==> src/inc/cfl_pkg.sv <==
package cfl_pkg;
  // ************************************************************
  // Clock and timing
  // ************************************************************
  localparam int CLK_PERIOD_NS = 50;
  // Least low time of the status line after a clear, rounded up
  localparam int STATUS_LOW_MIN_NS = 45000;
  localparam int STATUS_LOW_CYC = (STATUS_LOW_MIN_NS + CLK_PERIOD_NS - 1) / CLK_PERIOD_NS;
  localparam int STATUS_CNT_W = 10;
  // Link clock falling edges needed after done reads high
  localparam logic [1:0] INIT_FALL_EDGES = 2'h2;

  // ************************************************************
  // Stream shape
  // ************************************************************
  localparam int BYTE_W = 8;
  localparam int STREAM_BYTES_DEF = 16;
  localparam int BYTE_CNT_W = 16;
  localparam int SYNC_W = BYTE_W + 5;

  // ************************************************************
  // Loader states
  // ************************************************************
  typedef enum logic [2:0] {
    CFL_CLEAR,
    CFL_WAIT_STATUS,
    CFL_LOAD,
    CFL_DONE_WAIT,
    CFL_INIT,
    CFL_USER,
    CFL_ERROR,
    CFL_HALT
  } cfl_state_t;
endpackage

==> src/inc/cfl_pin_if.sv <==
// Synchronised pin view shared between the pin stage and the loader
interface cfl_pin_if;
  logic link_rise;
  logic link_fall;
  logic [cfl_pkg::BYTE_W-1:0] data;
  logic reconfig_n;
  logic status_high;
  logic done_high;
  logic byte_mode;
  modport src (output link_rise, link_fall, data, reconfig_n, status_high, done_high, byte_mode);
  modport dst (input link_rise, link_fall, data, reconfig_n, status_high, done_high, byte_mode);
endinterface

==> src/logic/cfl_pin_sync.sv <==
module cfl_pin_sync (
  input wire logic clk_i,
  input wire logic nrst_i,
  input wire logic link_clk_i,
  input wire logic [cfl_pkg::BYTE_W-1:0] data_i,
  input wire logic reconfig_n_i,
  input wire logic status_n_i,
  input wire logic cfg_done_i,
  input wire logic byte_load_mode_i,
  cfl_pin_if.src pins
);
  import cfl_pkg::*;

  logic [SYNC_W-1:0] meta_r, meta_nxt;
  logic [SYNC_W-1:0] sync_r, sync_nxt;
  logic link_old_r, link_old_nxt;

  // Data rides the same two stages as the link clock so a sampled
  // edge always sees the byte that stood at that edge
  always_comb begin
    meta_nxt = {link_clk_i, reconfig_n_i, status_n_i, cfg_done_i, byte_load_mode_i, data_i};
    sync_nxt = meta_r;
    link_old_nxt = sync_r[SYNC_W-1];
  end

  // Reset reads as reconfigure held, so the loader starts in clear
  always_ff @(posedge clk_i or negedge nrst_i) begin
    if (!nrst_i) begin
      meta_r <= '0;
      sync_r <= '0;
      link_old_r <= 1'b0;
    end else begin
      meta_r <= meta_nxt;
      sync_r <= sync_nxt;
      link_old_r <= link_old_nxt;
    end
  end

  // Edge detection looks only at the second stage and later
  assign pins.link_rise = sync_r[SYNC_W-1] & ~link_old_r;
  assign pins.link_fall = ~sync_r[SYNC_W-1] & link_old_r;
  assign pins.reconfig_n = sync_r[SYNC_W-2];
  assign pins.status_high = sync_r[SYNC_W-3];
  assign pins.done_high = sync_r[SYNC_W-4];
  assign pins.byte_mode = sync_r[SYNC_W-5];
  assign pins.data = sync_r[BYTE_W-1:0];
endmodule // cfl_pin_sync

==> src/logic/cfl_loader.sv <==
// Behaviour
// - Bits keep being accepted until the stream byte count is reached or the done line reads high.
// - Done line is open drain; initialization waits until it reads high.
// - Initialization needs no user startup clock at all.
// - Chained devices share lines; shared done makes user entry simultaneous.
// - On an error while loading, before done is released, status is pulled low; a low status stops loading.
// - Byte mode accepts a whole byte on every link clock.
// - Data is captured on the rising link clock edge.
// - Reconfigure low abandons user mode and restarts configuration.
// - Done line held low from power up until the whole stream is in; in byte mode until all but the last byte.
module cfl_loader #(
  parameter int STREAM_BYTES = cfl_pkg::STREAM_BYTES_DEF
) (
  input wire logic clk_i,
  input wire logic nrst_i,
  input wire logic link_clk_i,
  input wire logic [cfl_pkg::BYTE_W-1:0] data_i,
  input wire logic reconfig_n_i,
  input wire logic status_n_i,
  output logic status_n_o,
  output logic status_n_oe_o,
  input wire logic cfg_done_i,
  output logic cfg_done_o,
  output logic cfg_done_oe_o,
  input wire logic byte_load_mode_i,
  input wire logic cfg_error_i,
  output logic [cfl_pkg::BYTE_W-1:0] cfg_byte_o,
  output logic cfg_byte_valid_o,
  output logic loading_o,
  output logic user_mode_o
);
  import cfl_pkg::*;

  localparam logic [BYTE_CNT_W-1:0] LAST_SERIAL = BYTE_CNT_W'(STREAM_BYTES);
  localparam logic [BYTE_CNT_W-1:0] LAST_BYTE = BYTE_CNT_W'(STREAM_BYTES - 1);
  localparam logic [STATUS_CNT_W-1:0] STATUS_LAST = STATUS_CNT_W'(STATUS_LOW_CYC - 1);

  cfl_pin_if pins ();

  // ************************************************************
  // Pin synchronisation
  // ************************************************************
  cfl_pin_sync u_sync (
    .clk_i(clk_i),
    .nrst_i(nrst_i),
    .link_clk_i(link_clk_i),
    .data_i(data_i),
    .reconfig_n_i(reconfig_n_i),
    .status_n_i(status_n_i),
    .cfg_done_i(cfg_done_i),
    .byte_load_mode_i(byte_load_mode_i),
    .pins(pins)
  );

  // ************************************************************
  // Loader state
  // ************************************************************
  cfl_state_t state_r, state_nxt;
  logic [STATUS_CNT_W-1:0] hold_r, hold_nxt;
  logic [BYTE_W-1:0] shift_r, shift_nxt;
  logic [2:0] bit_r, bit_nxt;
  logic [BYTE_CNT_W-1:0] bytes_r, bytes_nxt;
  logic [1:0] falls_r, falls_nxt;
  logic [BYTE_W-1:0] byte_r, byte_nxt;
  logic valid_r, valid_nxt;
  logic accept;
  logic [BYTE_CNT_W-1:0] done_at;

  // Byte mode raises done one byte early, the last byte lands only while done still reads low
  assign done_at = pins.byte_mode ? LAST_BYTE : LAST_SERIAL;
  // Capture only while status reads high and stream is not yet full
  assign accept = pins.link_rise && pins.status_high && (bytes_r < LAST_SERIAL);

  // Next state, capture and counters
  always_comb begin
    state_nxt = state_r;
    hold_nxt = hold_r;
    shift_nxt = shift_r;
    bit_nxt = bit_r;
    bytes_nxt = bytes_r;
    falls_nxt = falls_r;
    byte_nxt = byte_r;
    valid_nxt = 1'b0;
    if ((state_r == CFL_LOAD || state_r == CFL_DONE_WAIT) && accept) begin
      if (pins.byte_mode) begin
        byte_nxt = pins.data;
        valid_nxt = 1'b1;
        bytes_nxt = bytes_r + 1'b1;
      end else begin
        shift_nxt = {shift_r[BYTE_W-2:0], pins.data[0]};
        bit_nxt = bit_r + 1'b1;
        if (bit_r == 3'h7) begin
          byte_nxt = {shift_r[BYTE_W-2:0], pins.data[0]};
          valid_nxt = 1'b1;
          bytes_nxt = bytes_r + 1'b1;
        end
      end
    end
    case (state_r)
      CFL_CLEAR: begin
        // Hold status low for its least width and while reconfigure is low
        if (hold_r != STATUS_LAST) begin
          hold_nxt = hold_r + 1'b1;
        end else if (pins.reconfig_n) begin
          state_nxt = CFL_WAIT_STATUS;
        end
      end
      CFL_WAIT_STATUS: begin
        // Another chain member may still hold status low
        if (pins.status_high) begin
          state_nxt = CFL_LOAD;
        end
      end
      CFL_LOAD: begin
        if (cfg_error_i) begin
          state_nxt = CFL_ERROR;
        end else if (!pins.status_high) begin
          state_nxt = CFL_HALT;
        end else if (bytes_nxt >= done_at) begin
          state_nxt = CFL_DONE_WAIT;
        end
      end
      CFL_DONE_WAIT: begin
        // Released but a chain member may still pull done low
        if (!pins.status_high) begin
          state_nxt = CFL_HALT;
        end else if (pins.done_high) begin
          state_nxt = CFL_INIT;
          falls_nxt = 2'h0;
        end
      end
      CFL_INIT: begin
        // Counted on the link clock only, no user startup clock used
        if (pins.link_fall) begin
          falls_nxt = falls_r + 1'b1;
          if (falls_r + 1'b1 == INIT_FALL_EDGES) begin
            state_nxt = CFL_USER;
          end
        end
      end
      CFL_USER, CFL_ERROR, CFL_HALT: begin
        // Only reconfigure leaves these; no automatic restart
        state_nxt = state_r;
      end
      default: begin
        state_nxt = CFL_CLEAR;
      end
    endcase
    // Reconfigure low overrides state, counters and the valid pulse
    if (!pins.reconfig_n) begin
      state_nxt = CFL_CLEAR;
      hold_nxt = '0;
      bit_nxt = 3'h0;
      bytes_nxt = '0;
      falls_nxt = 2'h0;
      valid_nxt = 1'b0;
    end
  end

  // Register stage
  always_ff @(posedge clk_i or negedge nrst_i) begin
    if (!nrst_i) begin
      state_r <= CFL_CLEAR;
      hold_r <= '0;
      shift_r <= '0;
      bit_r <= 3'h0;
      bytes_r <= '0;
      falls_r <= 2'h0;
      byte_r <= '0;
      valid_r <= 1'b0;
    end else begin
      state_r <= state_nxt;
      hold_r <= hold_nxt;
      shift_r <= shift_nxt;
      bit_r <= bit_nxt;
      bytes_r <= bytes_nxt;
      falls_r <= falls_nxt;
      byte_r <= byte_nxt;
      valid_r <= valid_nxt;
    end
  end

  // ************************************************************
  // Pin drive
  // ************************************************************
  // Open-drain lines only ever drive low; pull-ups make the high
  assign status_n_o = 1'b0;
  assign status_n_oe_o = (state_r == CFL_CLEAR) || (state_r == CFL_ERROR);
  assign cfg_done_o = 1'b0;
  assign cfg_done_oe_o = (state_r == CFL_CLEAR) || (state_r == CFL_WAIT_STATUS) ||
                         (state_r == CFL_LOAD) || (state_r == CFL_ERROR) || (state_r == CFL_HALT);
  assign cfg_byte_o = byte_r;
  assign cfg_byte_valid_o = valid_r;
  assign loading_o = (state_r == CFL_LOAD) || (state_r == CFL_DONE_WAIT);
  assign user_mode_o = (state_r == CFL_USER);
endmodule // cfl_loader

==> config.mk <==
export PLATFORM = sky130hd
export DESIGN_NAME = cfl_loader
export DESIGN_NICKNAME = d
export VERILOG_FILES = /design/src/inc/cfl_pkg.sv /design/src/inc/cfl_pin_if.sv /design/src/logic/cfl_pin_sync.sv /design/src/logic/cfl_loader.sv
export SDC_FILE = /design/constraint.sdc
export NUM_CORES = 1
export LEC_CHECK = 0
export BUFFER_PORTS_ARGS = -buffer_cell sky130_fd_sc_hd__buf_2
export CAP_MARGIN = 20
export CORE_UTILIZATION = 58
export CTS_CLUSTER_DIAMETER = 40
export DETAILED_ROUTE_END_ITERATION = 8
export PLACE_DENSITY = 0.78
export SYNTH_ARGS = -nofsm -noshare
export SYNTH_HDL_FRONTEND = slang
export SYNTH_HIERARCHICAL = 1
export SYNTH_SLANG_ARGS = --single-unit
==> constraint.sdc <==
create_clock -name clk_i -period 3.97 [get_ports clk_i]
set_input_delay 0.397 -clock clk_i [delete_from_list [all_inputs] [get_ports clk_i]]
set_output_delay 0.397 -clock clk_i [all_outputs]
set_load 0.01 [all_outputs]
==> flow_summary_export.csv, run 1 <==
group,metric,value,unit
run_status,status,"finished, final reports clean",
placement,placed_area,3320,sq um
setup_path,critPathBufInv,0,
finish,num-nets-final,308,
cts,clock_latency,0.34,ns
logic_synthesis,yosys_most_used_dff,"dfrtp_1",
setup_path,max_stage_delay,0.62,ns
detailed_routing,finalWirelength,4810,microns
timing,hold_viol_final,0,
timing,setup_violations,0,
setup_path,crit_chain,"and2b_1 > nand4_1 > nor4b_4 > mux2_2 > ha_1 > a21o_1 > a211oi_1 > o21ai_0 > nor2b_2 > a22o_1",
detailed_routing,met3_length,156,microns
cts,clk_pin_slew,0.08,ns
finish,diodes,0,
timing,worstMarginPinSlew,0.911,ns
detailed_routing,vias,1870,
logic_synthesis,syn_inst,259,
logic_synthesis,ys_seq_area_share,60.7,%
logic_synthesis,yosysUniqueCellTypes,43,
timing,fmax,0.304,GHz
grt,grt_use_total,19.5,%
hold_path,min_path_type,"input pin to register",
cts,cts.sinks,77,
logic_synthesis,synthArstFlopShare,100,%
cts,holdBufCountCts,0,
power,p_per_area,531,nW/um^2
cts,cts_buffers,9,
logic_synthesis,synth_enable_flop_cells,0,
floorplanning,rows,26,
cts,cts_resized,0,
detailed_routing,drc,0,
floorplanning,die_w,76.0,microns
floorplanning,start_util,61.0,%
logic_synthesis,mappedNetlistArea,3170,sq um
setup_path,crit_arrival,3.52,ns
timing,finClkSkew,0.00936,ns
timing,setup_tns,0,ns
detailed_routing,ant_nets,0,
detailed_routing,maxUsedRoutingLayer,"met4",
setup_path,setup.worst_path.start_class,"register",
timing,post-route-period-util,82.8,%
logic_synthesis,avgSynthCellArea,12.3,sq um
logic_synthesis,synth_warnings,6,
timing,hold_ws,0.152,ns
detailed_routing,dr_wl_met2,2330,microns
finish,fin_area,3520,sq um
detailed_routing,wl_met1,2230,microns
floorplanning,core,5200,sq um
setup_path,path_delay_family,"simple AND/OR/NAND/NOR gates",
timing,period_minus_slack,3.29,ns
setup_path,crit_path_top_delay_cell,"nor4b_4",
power,p_leak,1.72,nW
floorplanning,io_pins,31,
timing,slew_headroom,39.3,%
timing,report.final.slew_viol_count,0,
power,vdd_drop_max,0.348,mV
placement,gp_congestion,0.800,
job,maxCapViolations,0,
placement,dp_hpwl,3260,microns
finish,final_layout_size_suffix_gt1_share,21.3,%
power,p_total,1.87,mW
setup_path,worst_setup_path_end_kind,"register",
finish,areaGrowthSynthToFinish,10.8,%
grt,grt.overflow.total,0,
grt,grt_max_degree,78,
grt,antenna_found_initial,0,
logic_synthesis,ys_ff_latch,77,
detailed_routing,dr.pass1.iters,4,
timing,rsz0062_at_grt,"no",
detailed_routing,via_per_inst,5.24,
grt,grt_pass1_vias,1896,
detailed_routing,wl_per_cell,13.5,microns
cts,cts_max_path_buffers,2,
grt,grt_first_pass_wirelength,8600,microns
cts,cts_setup_buffers,0,
detailed_routing,drtIter0Drc,66,
cts,cts_tree,"done",
cts,htreeDepth,3,
placement,port_buffers,28,
cts,cts-root-buf,"clkbuf_8",
setup_path,worstSetupPathType,"register to register",
setup_path,worstPathRequired,4.21,ns
floorplanning,die-area,5770,sq um
floorplanning,die_h,76.0,microns
setup_path,cp_max_fo,11,
[synth_stat cells (5+ instances only)]
| cell | n | area [sq um] |
|---|---|---|
| clkbuf_1 | 5 | 18.8 |
| nor2_1 | 30 | 113 |
| mux2i_1 | 12 | 120 |
| nand2_1 | 9 | 33.8 |
| a21oi_1 | 12 | 60.1 |
| buf_4 | 10 | 75.1 |
| and2_1 | 17 | 106 |
| xor2_1 | 7 | 61.3 |
| mux2_2 | 9 | 101 |
| xnor2_1 | 6 | 52.6 |
| ha_1 | 10 | 125 |
| dfrtp_1 | 77 | 1930 |
[area by class of cell]
type | count | area (sq um)
Inverter | 5 | 18.8
Clock inverter | 6 | 63.8
Fill cell | 393 | 1690
Tap cell | 70 | 87.6
Sequential cell | 77 | 1930
Clock buffer | 10 | 128
Multi-Input combinational cell | 159 | 1130
Timing Repair Buffer | 30 | 158
[power breakdown]
part           switching [mW]  internal [mW]  leakage [nW]
combinational           0.197          0.166         0.631
clock                   0.273          0.289        0.0923
sequential             0.0737          0.868         0.997
total                   0.543           1.32          1.72
[sequential cells by signal (all words and copies together) (netlist names)]
name and count:
u_sync/sync_r 13, state_r 3, cfg_byte_valid_o 1, shift_r 7, u_sync/link_old_r 1, falls_r 2
cfg_byte_o 8, hold_r 10, u_sync/meta_r 13, bit_r 3, bytes_r 16
[cells by family (layout without fill, tap and decap cells)]
kind of cell,count (synthesis),after routing,share of synthesized area (%)
AO/OA/AOI/OAI,25,25,5.48
XOR/XNOR,13,13,3.59
adder cells (fa/ha/maj),10,10,3.94
buffers and inverters,24,51,4.18
flip-flops,77,77,60.7
multiplexers,21,21,6.98
other,1,2,0.118
AND/OR/NAND/NOR,88,88,15.0
[routing by layer]
metal  global-route usage (%)  vias up
li1                         -      912
met3                     5.99       10
met1                     25.5      925
met2                     30.5       23
met5                        0        -
met4                     8.46        0
[cell usage in the layout, fill, tap and decap left out, drive strengths merged, types with 3 or more instances in the layout]
cell type	n
nand3	4
and2	17
o21ai	4
buf	30
xor2	7
xnor2	6
mux2i	12
clkinv	4
nor4b	4
nor2	30
nand2	10
inv	4
mux2	9
nand4	3
dfrtp	77
clkbuf	10
ha	10
nor3	4
and3	4
a21oi	12
[per-stage QoR]
step,instances,worst slack (ns),utilization (%)
floorplan,260,1.04,-
global placement,341,0.748,63.9
detailed placement,341,0.669,63.9
CTS,357,0.653,67.5
global route,357,0.395,67.5
finish,357,0.682,67.5
[path summary, 6_finish.rpt]
path / start / to / slack (ns) / depth (start not counted)
hold reg to reg: u_sync/meta_r[5]$_DFF_PN0_ / u_sync/sync_r[5]$_DFF_PN0_ / 0.35 / 0
setup reg to reg: state_r[1]$_DFFE_PN0P_ / state_r[0]$_DFFE_PN0P_ / 0.68 / 10
setup / recovery: state_r[1]$_DFFE_PN0P_ / state_r[0]$_DFFE_PN0P_ / 0.68 / 10
min in group asynchronous: nrst_i / hold_r[4]$_DFFE_PN0P_ / 0.17 / 1
max in group asynchronous: nrst_i / bytes_r[14]$_DFF_PN0_ / 3.19 / 1
hold / removal: data_i[5] / u_sync/meta_r[5]$_DFF_PN0_ / 0.15 / 1
Power figures use the tool's default switching activity.
==> inputs of run 2 (changes only) <==
ABC_AREA = 1   (was default)
CORE_UTILIZATION = 53   (was 58)
PLACE_DENSITY = 0.75   (was 0.78)
clock period = 2.8 ns   (was 3.97 ns; I/O delays follow)
==> run 2 against run 1 <==
Area after synthesis rose by 11%. Critical path depth is 10 higher. Cell count grew 41%. Core utilization down 6.0 points. Fmax grew 28%. Flip-flop and latch count unchanged. Worst hold slack worse by 0.12 ns. Clock power is 49% higher. Count of clock-buffer cells in the layout unchanged. Die area increased by 21%. Critical path type unchanged. Critical endpoint is now state_r[1]$_DFFE_PN0P_. Largest cell class unchanged. Highest routed layer unchanged.
==> flow_summary_export.csv, run 2 <==
group,metric,value,unit
logic_synthesis,yosys_most_used_dff,"dfrtp_1",
floorplanning,io_pins,31,
hold_path,min_path_type,"input pin to register",
detailed_routing,dr.pass1.iters,4,
finish,num-nets-final,449,
setup_path,crit_arrival,2.85,ns
logic_synthesis,synth_enable_flop_cells,0,
logic_synthesis,netlist_top_cells_area,"dfrtp_1, nand2_1, inv_1, o21ai_0, ha_1",
setup_path,r2r-end,"state_r[1]$_DFFE_PN0P_",
cts,cts_tree,"done",
floorplanning,die_h,83.7,microns
placement,place_inst,488,
timing,post-route-period-util,91.8,%
finish,multi_input_area,1310,sq um
logic_synthesis,mappedNetlistArea,3530,sq um
setup_path,cp_max_fo,6,
grt,grt_use_total,19.4,%
detailed_routing,wl_per_cell,12.2,microns
cts,cts_max_path_buffers,2,
logic_synthesis,ys_seq_area_share,54.5,%
timing,worstMarginPinSlew,0.923,ns
timing,setup_violations,0,
setup_path,reg2reg_from,"state_r[0]$_DFFE_PN0P_",
timing,slew_headroom,38.5,%
floorplanning,die-area,7000,sq um
cts,clk_pin_slew,0.08,ns
grt,grt_first_pass_wirelength,10800,microns
floorplanning,rows,29,
finish,top_regs,"bytes_r: 16 flops, u_sync/meta_r: 13 flops, u_sync/sync_r: 13 flops",
finish,fillers,542,
finish,final_cell_mix,"nand2_1, dfrtp_1, inv_1",
logic_synthesis,synthArstFlopShare,100,%
cts,htreeDepth,3,
setup_path,worstSetupPathType,"register to register",
logic_synthesis,syn_inst,398,
timing,hold_viol_final,0,
finish,diodes,0,
setup_path,r2r_cells,20,
logic_synthesis,avgSynthCellArea,8.88,sq um
grt,grt.overflow.total,0,
hold_path,hold_depth,1,
detailed_routing,via_per_inst,5.11,
floorplanning,die_w,83.7,microns
logic_synthesis,yosysMostFrequentCell,"nand2_1",
logic_synthesis,synthTopCellsByCount,"nand2_1, dfrtp_1, inv_1",
timing,finClkSkew,0.00952,ns
power,p_total,2.84,mW
timing,setup_tns,0,ns
finish,areaGrowthSynthToFinish,11.2,%
power,p_leak,2.05,nW
detailed_routing,vias,2581,
finish,final_layout_size_suffix_gt1_share,17.1,%
detailed_routing,drtIter0Drc,111,
timing,hold_ws,0.0366,ns
placement,gp_congestion,0.854,
floorplanning,start_util,55.3,%
logic_synthesis,synth_warnings,6,
grt,antenna_found_initial,0,
finish,seq_area,1930,sq um
finish,final_common_cell,"nand2_1",
job,maxCapViolations,0,
placement,port_buffers,28,
logic_synthesis,ys_ff_latch,77,
finish,finish.cell_count_without_fillers,505,
timing,fmax,0.389,GHz
grt,grt_pass1_vias,2527,
detailed_routing,drc,0,
setup_path,worstPathRequired,3.08,ns
power,p_per_area,722,nW/um^2
logic_synthesis,yosysUniqueCellTypes,37,
hold_path,hold_end,"u_sync/meta_r[1]$_DFF_PN0_",
placement,dp_hpwl,4320,microns
cts,cts.sinks,77,
setup_path,setup.worst_path.start_class,"register",
setup_path,regToRegSetupSlack,0.23,ns
cts,holdBufCountCts,0,
finish,top_register,"bytes_r",
cts,clock_latency,0.35,ns
finish,fin_area,3930,sq um
power,vdd_drop_max,0.589,mV
setup_path,worst_setup_path_end_kind,"register",
cts,cts-root-buf,"clkbuf_8",
detailed_routing,ant_nets,0,
placement,placed_area,3670,sq um
floorplanning,core,6390,sq um
logic_synthesis,synth_top_area_share,54.5,%
finish,largest_register_ffs,16,
cts,cts_buffers,9,
run_status,status,"finished, final reports clean",
timing,report.final.slew_viol_count,0,
timing,period_minus_slack,2.57,ns
detailed_routing,finalWirelength,6170,microns
logic_synthesis,synth_top_cell_by_area,"dfrtp_1",
grt,grt_max_degree,78,
hold_path,holdCritStartpoint,"data_i[1]",
[run 2: cell families after synthesis]
| family | share of synthesized area [%] |
|---|---|
| and+or+nand+nor | 23.0 |
| DFF | 54.5 |
| buffers and inverters | 9.70 |
| AOI/OAI and AO/OA | 7.58 |
| adders and majority gates | 3.54 |
| xor gates and xnor gates | 1.24 |
| other | 0.106 |
| muxes | 0.283 |
[run 2: how the worst max path moves through the flow]
stage | startpoint | end | slack (ns) | cells past startpoint
3_3_place_gp | u_sync/sync_r[12]$_DFF_PN0_ | state_r[1]$_DFFE_PN0P_ | 0.22 | 19
3_5_place_dp | u_sync/sync_r[12]$_DFF_PN0_ | state_r[1]$_DFFE_PN0P_ | 0.07 | 19
5_1_grt | u_sync/sync_r[12]$_DFF_PN0_ | state_r[1]$_DFFE_PN0P_ | -0.01 | 21
6_report | state_r[0]$_DFFE_PN0P_ | state_r[1]$_DFFE_PN0P_ | 0.23 | 20
2_1_floorplan | bit_r[0]$_DFFE_PN0P_ | state_r[1]$_DFFE_PN0P_ | 0.41 | 17
4_1_cts | u_sync/sync_r[12]$_DFF_PN0_ | state_r[1]$_DFFE_PN0P_ | 0.06 | 19
[run 2: area by class of cell]
type	instances	share of cell area, %
flip-flops and latches	77	49.1
repair buffers	32	4.39
well taps	77	2.45
clock buffers	10	3.25
multi-input cells	245	33.2
inverters	58	5.67
clock inverters	6	1.85
[run 2: metal layers]
| layer | up-vias | share of wire (%) | GRT usage [%] |
|---|---|---|---|
| met2 | 52 | 49 | 32.1 |
| li1 | 1305 | - | - |
| met5 | - | 0 | 0 |
| met1 | 1217 | 45 | 24.4 |
| met3 | 7 | 4.0 | 5.34 |
| met4 | 0 | 1.3 | 6.93 |
[run 2: repair_timing]
item | CTS | global route
buffers inserted | 0 | 1
setup endpoints to repair | 0 | 3
resized for setup | 0 | 15
[run 2: metrics by stage]
step / util, % / setup slack, ns
2_1_floorplan: - / 0.412
3_3_place_gp: 57.5 / 0.222
3_5_place_dp: 57.5 / 0.0747
4_1_cts: 60.7 / 0.0648
5_1_grt: 61.5 / -0.0136
6_report: 61.5 / 0.229
[run 2: report_power, final]
part | internal, mW | switching [mW] | leakage, nW
combinational | 0.242 | 0.430 | 0.953
clock | 0.421 | 0.415 | 0.102
sequential | 1.23 | 0.0972 | 0.999
[run 2: worst max-delay path, cell delays in order (launching register included)]
cell	delay, ns
dfrtp_2	0.47
inv_4	0.11
nand3_4	0.10
nand2_4	0.10
inv_2	0.04
nor3_4	0.18
nand3_4	0.13
nor2_1	0.10
nand2_1	0.05
nand2_1	0.08
inv_1	0.05
ha_1	0.29
nand2_1	0.09
inv_1	0.05
nand2_1	0.06
nand2_1	0.05
a21oi_1	0.11
nand4_1	0.18
nand3_2	0.15
nand2_1	0.05
nand2_1	0.05
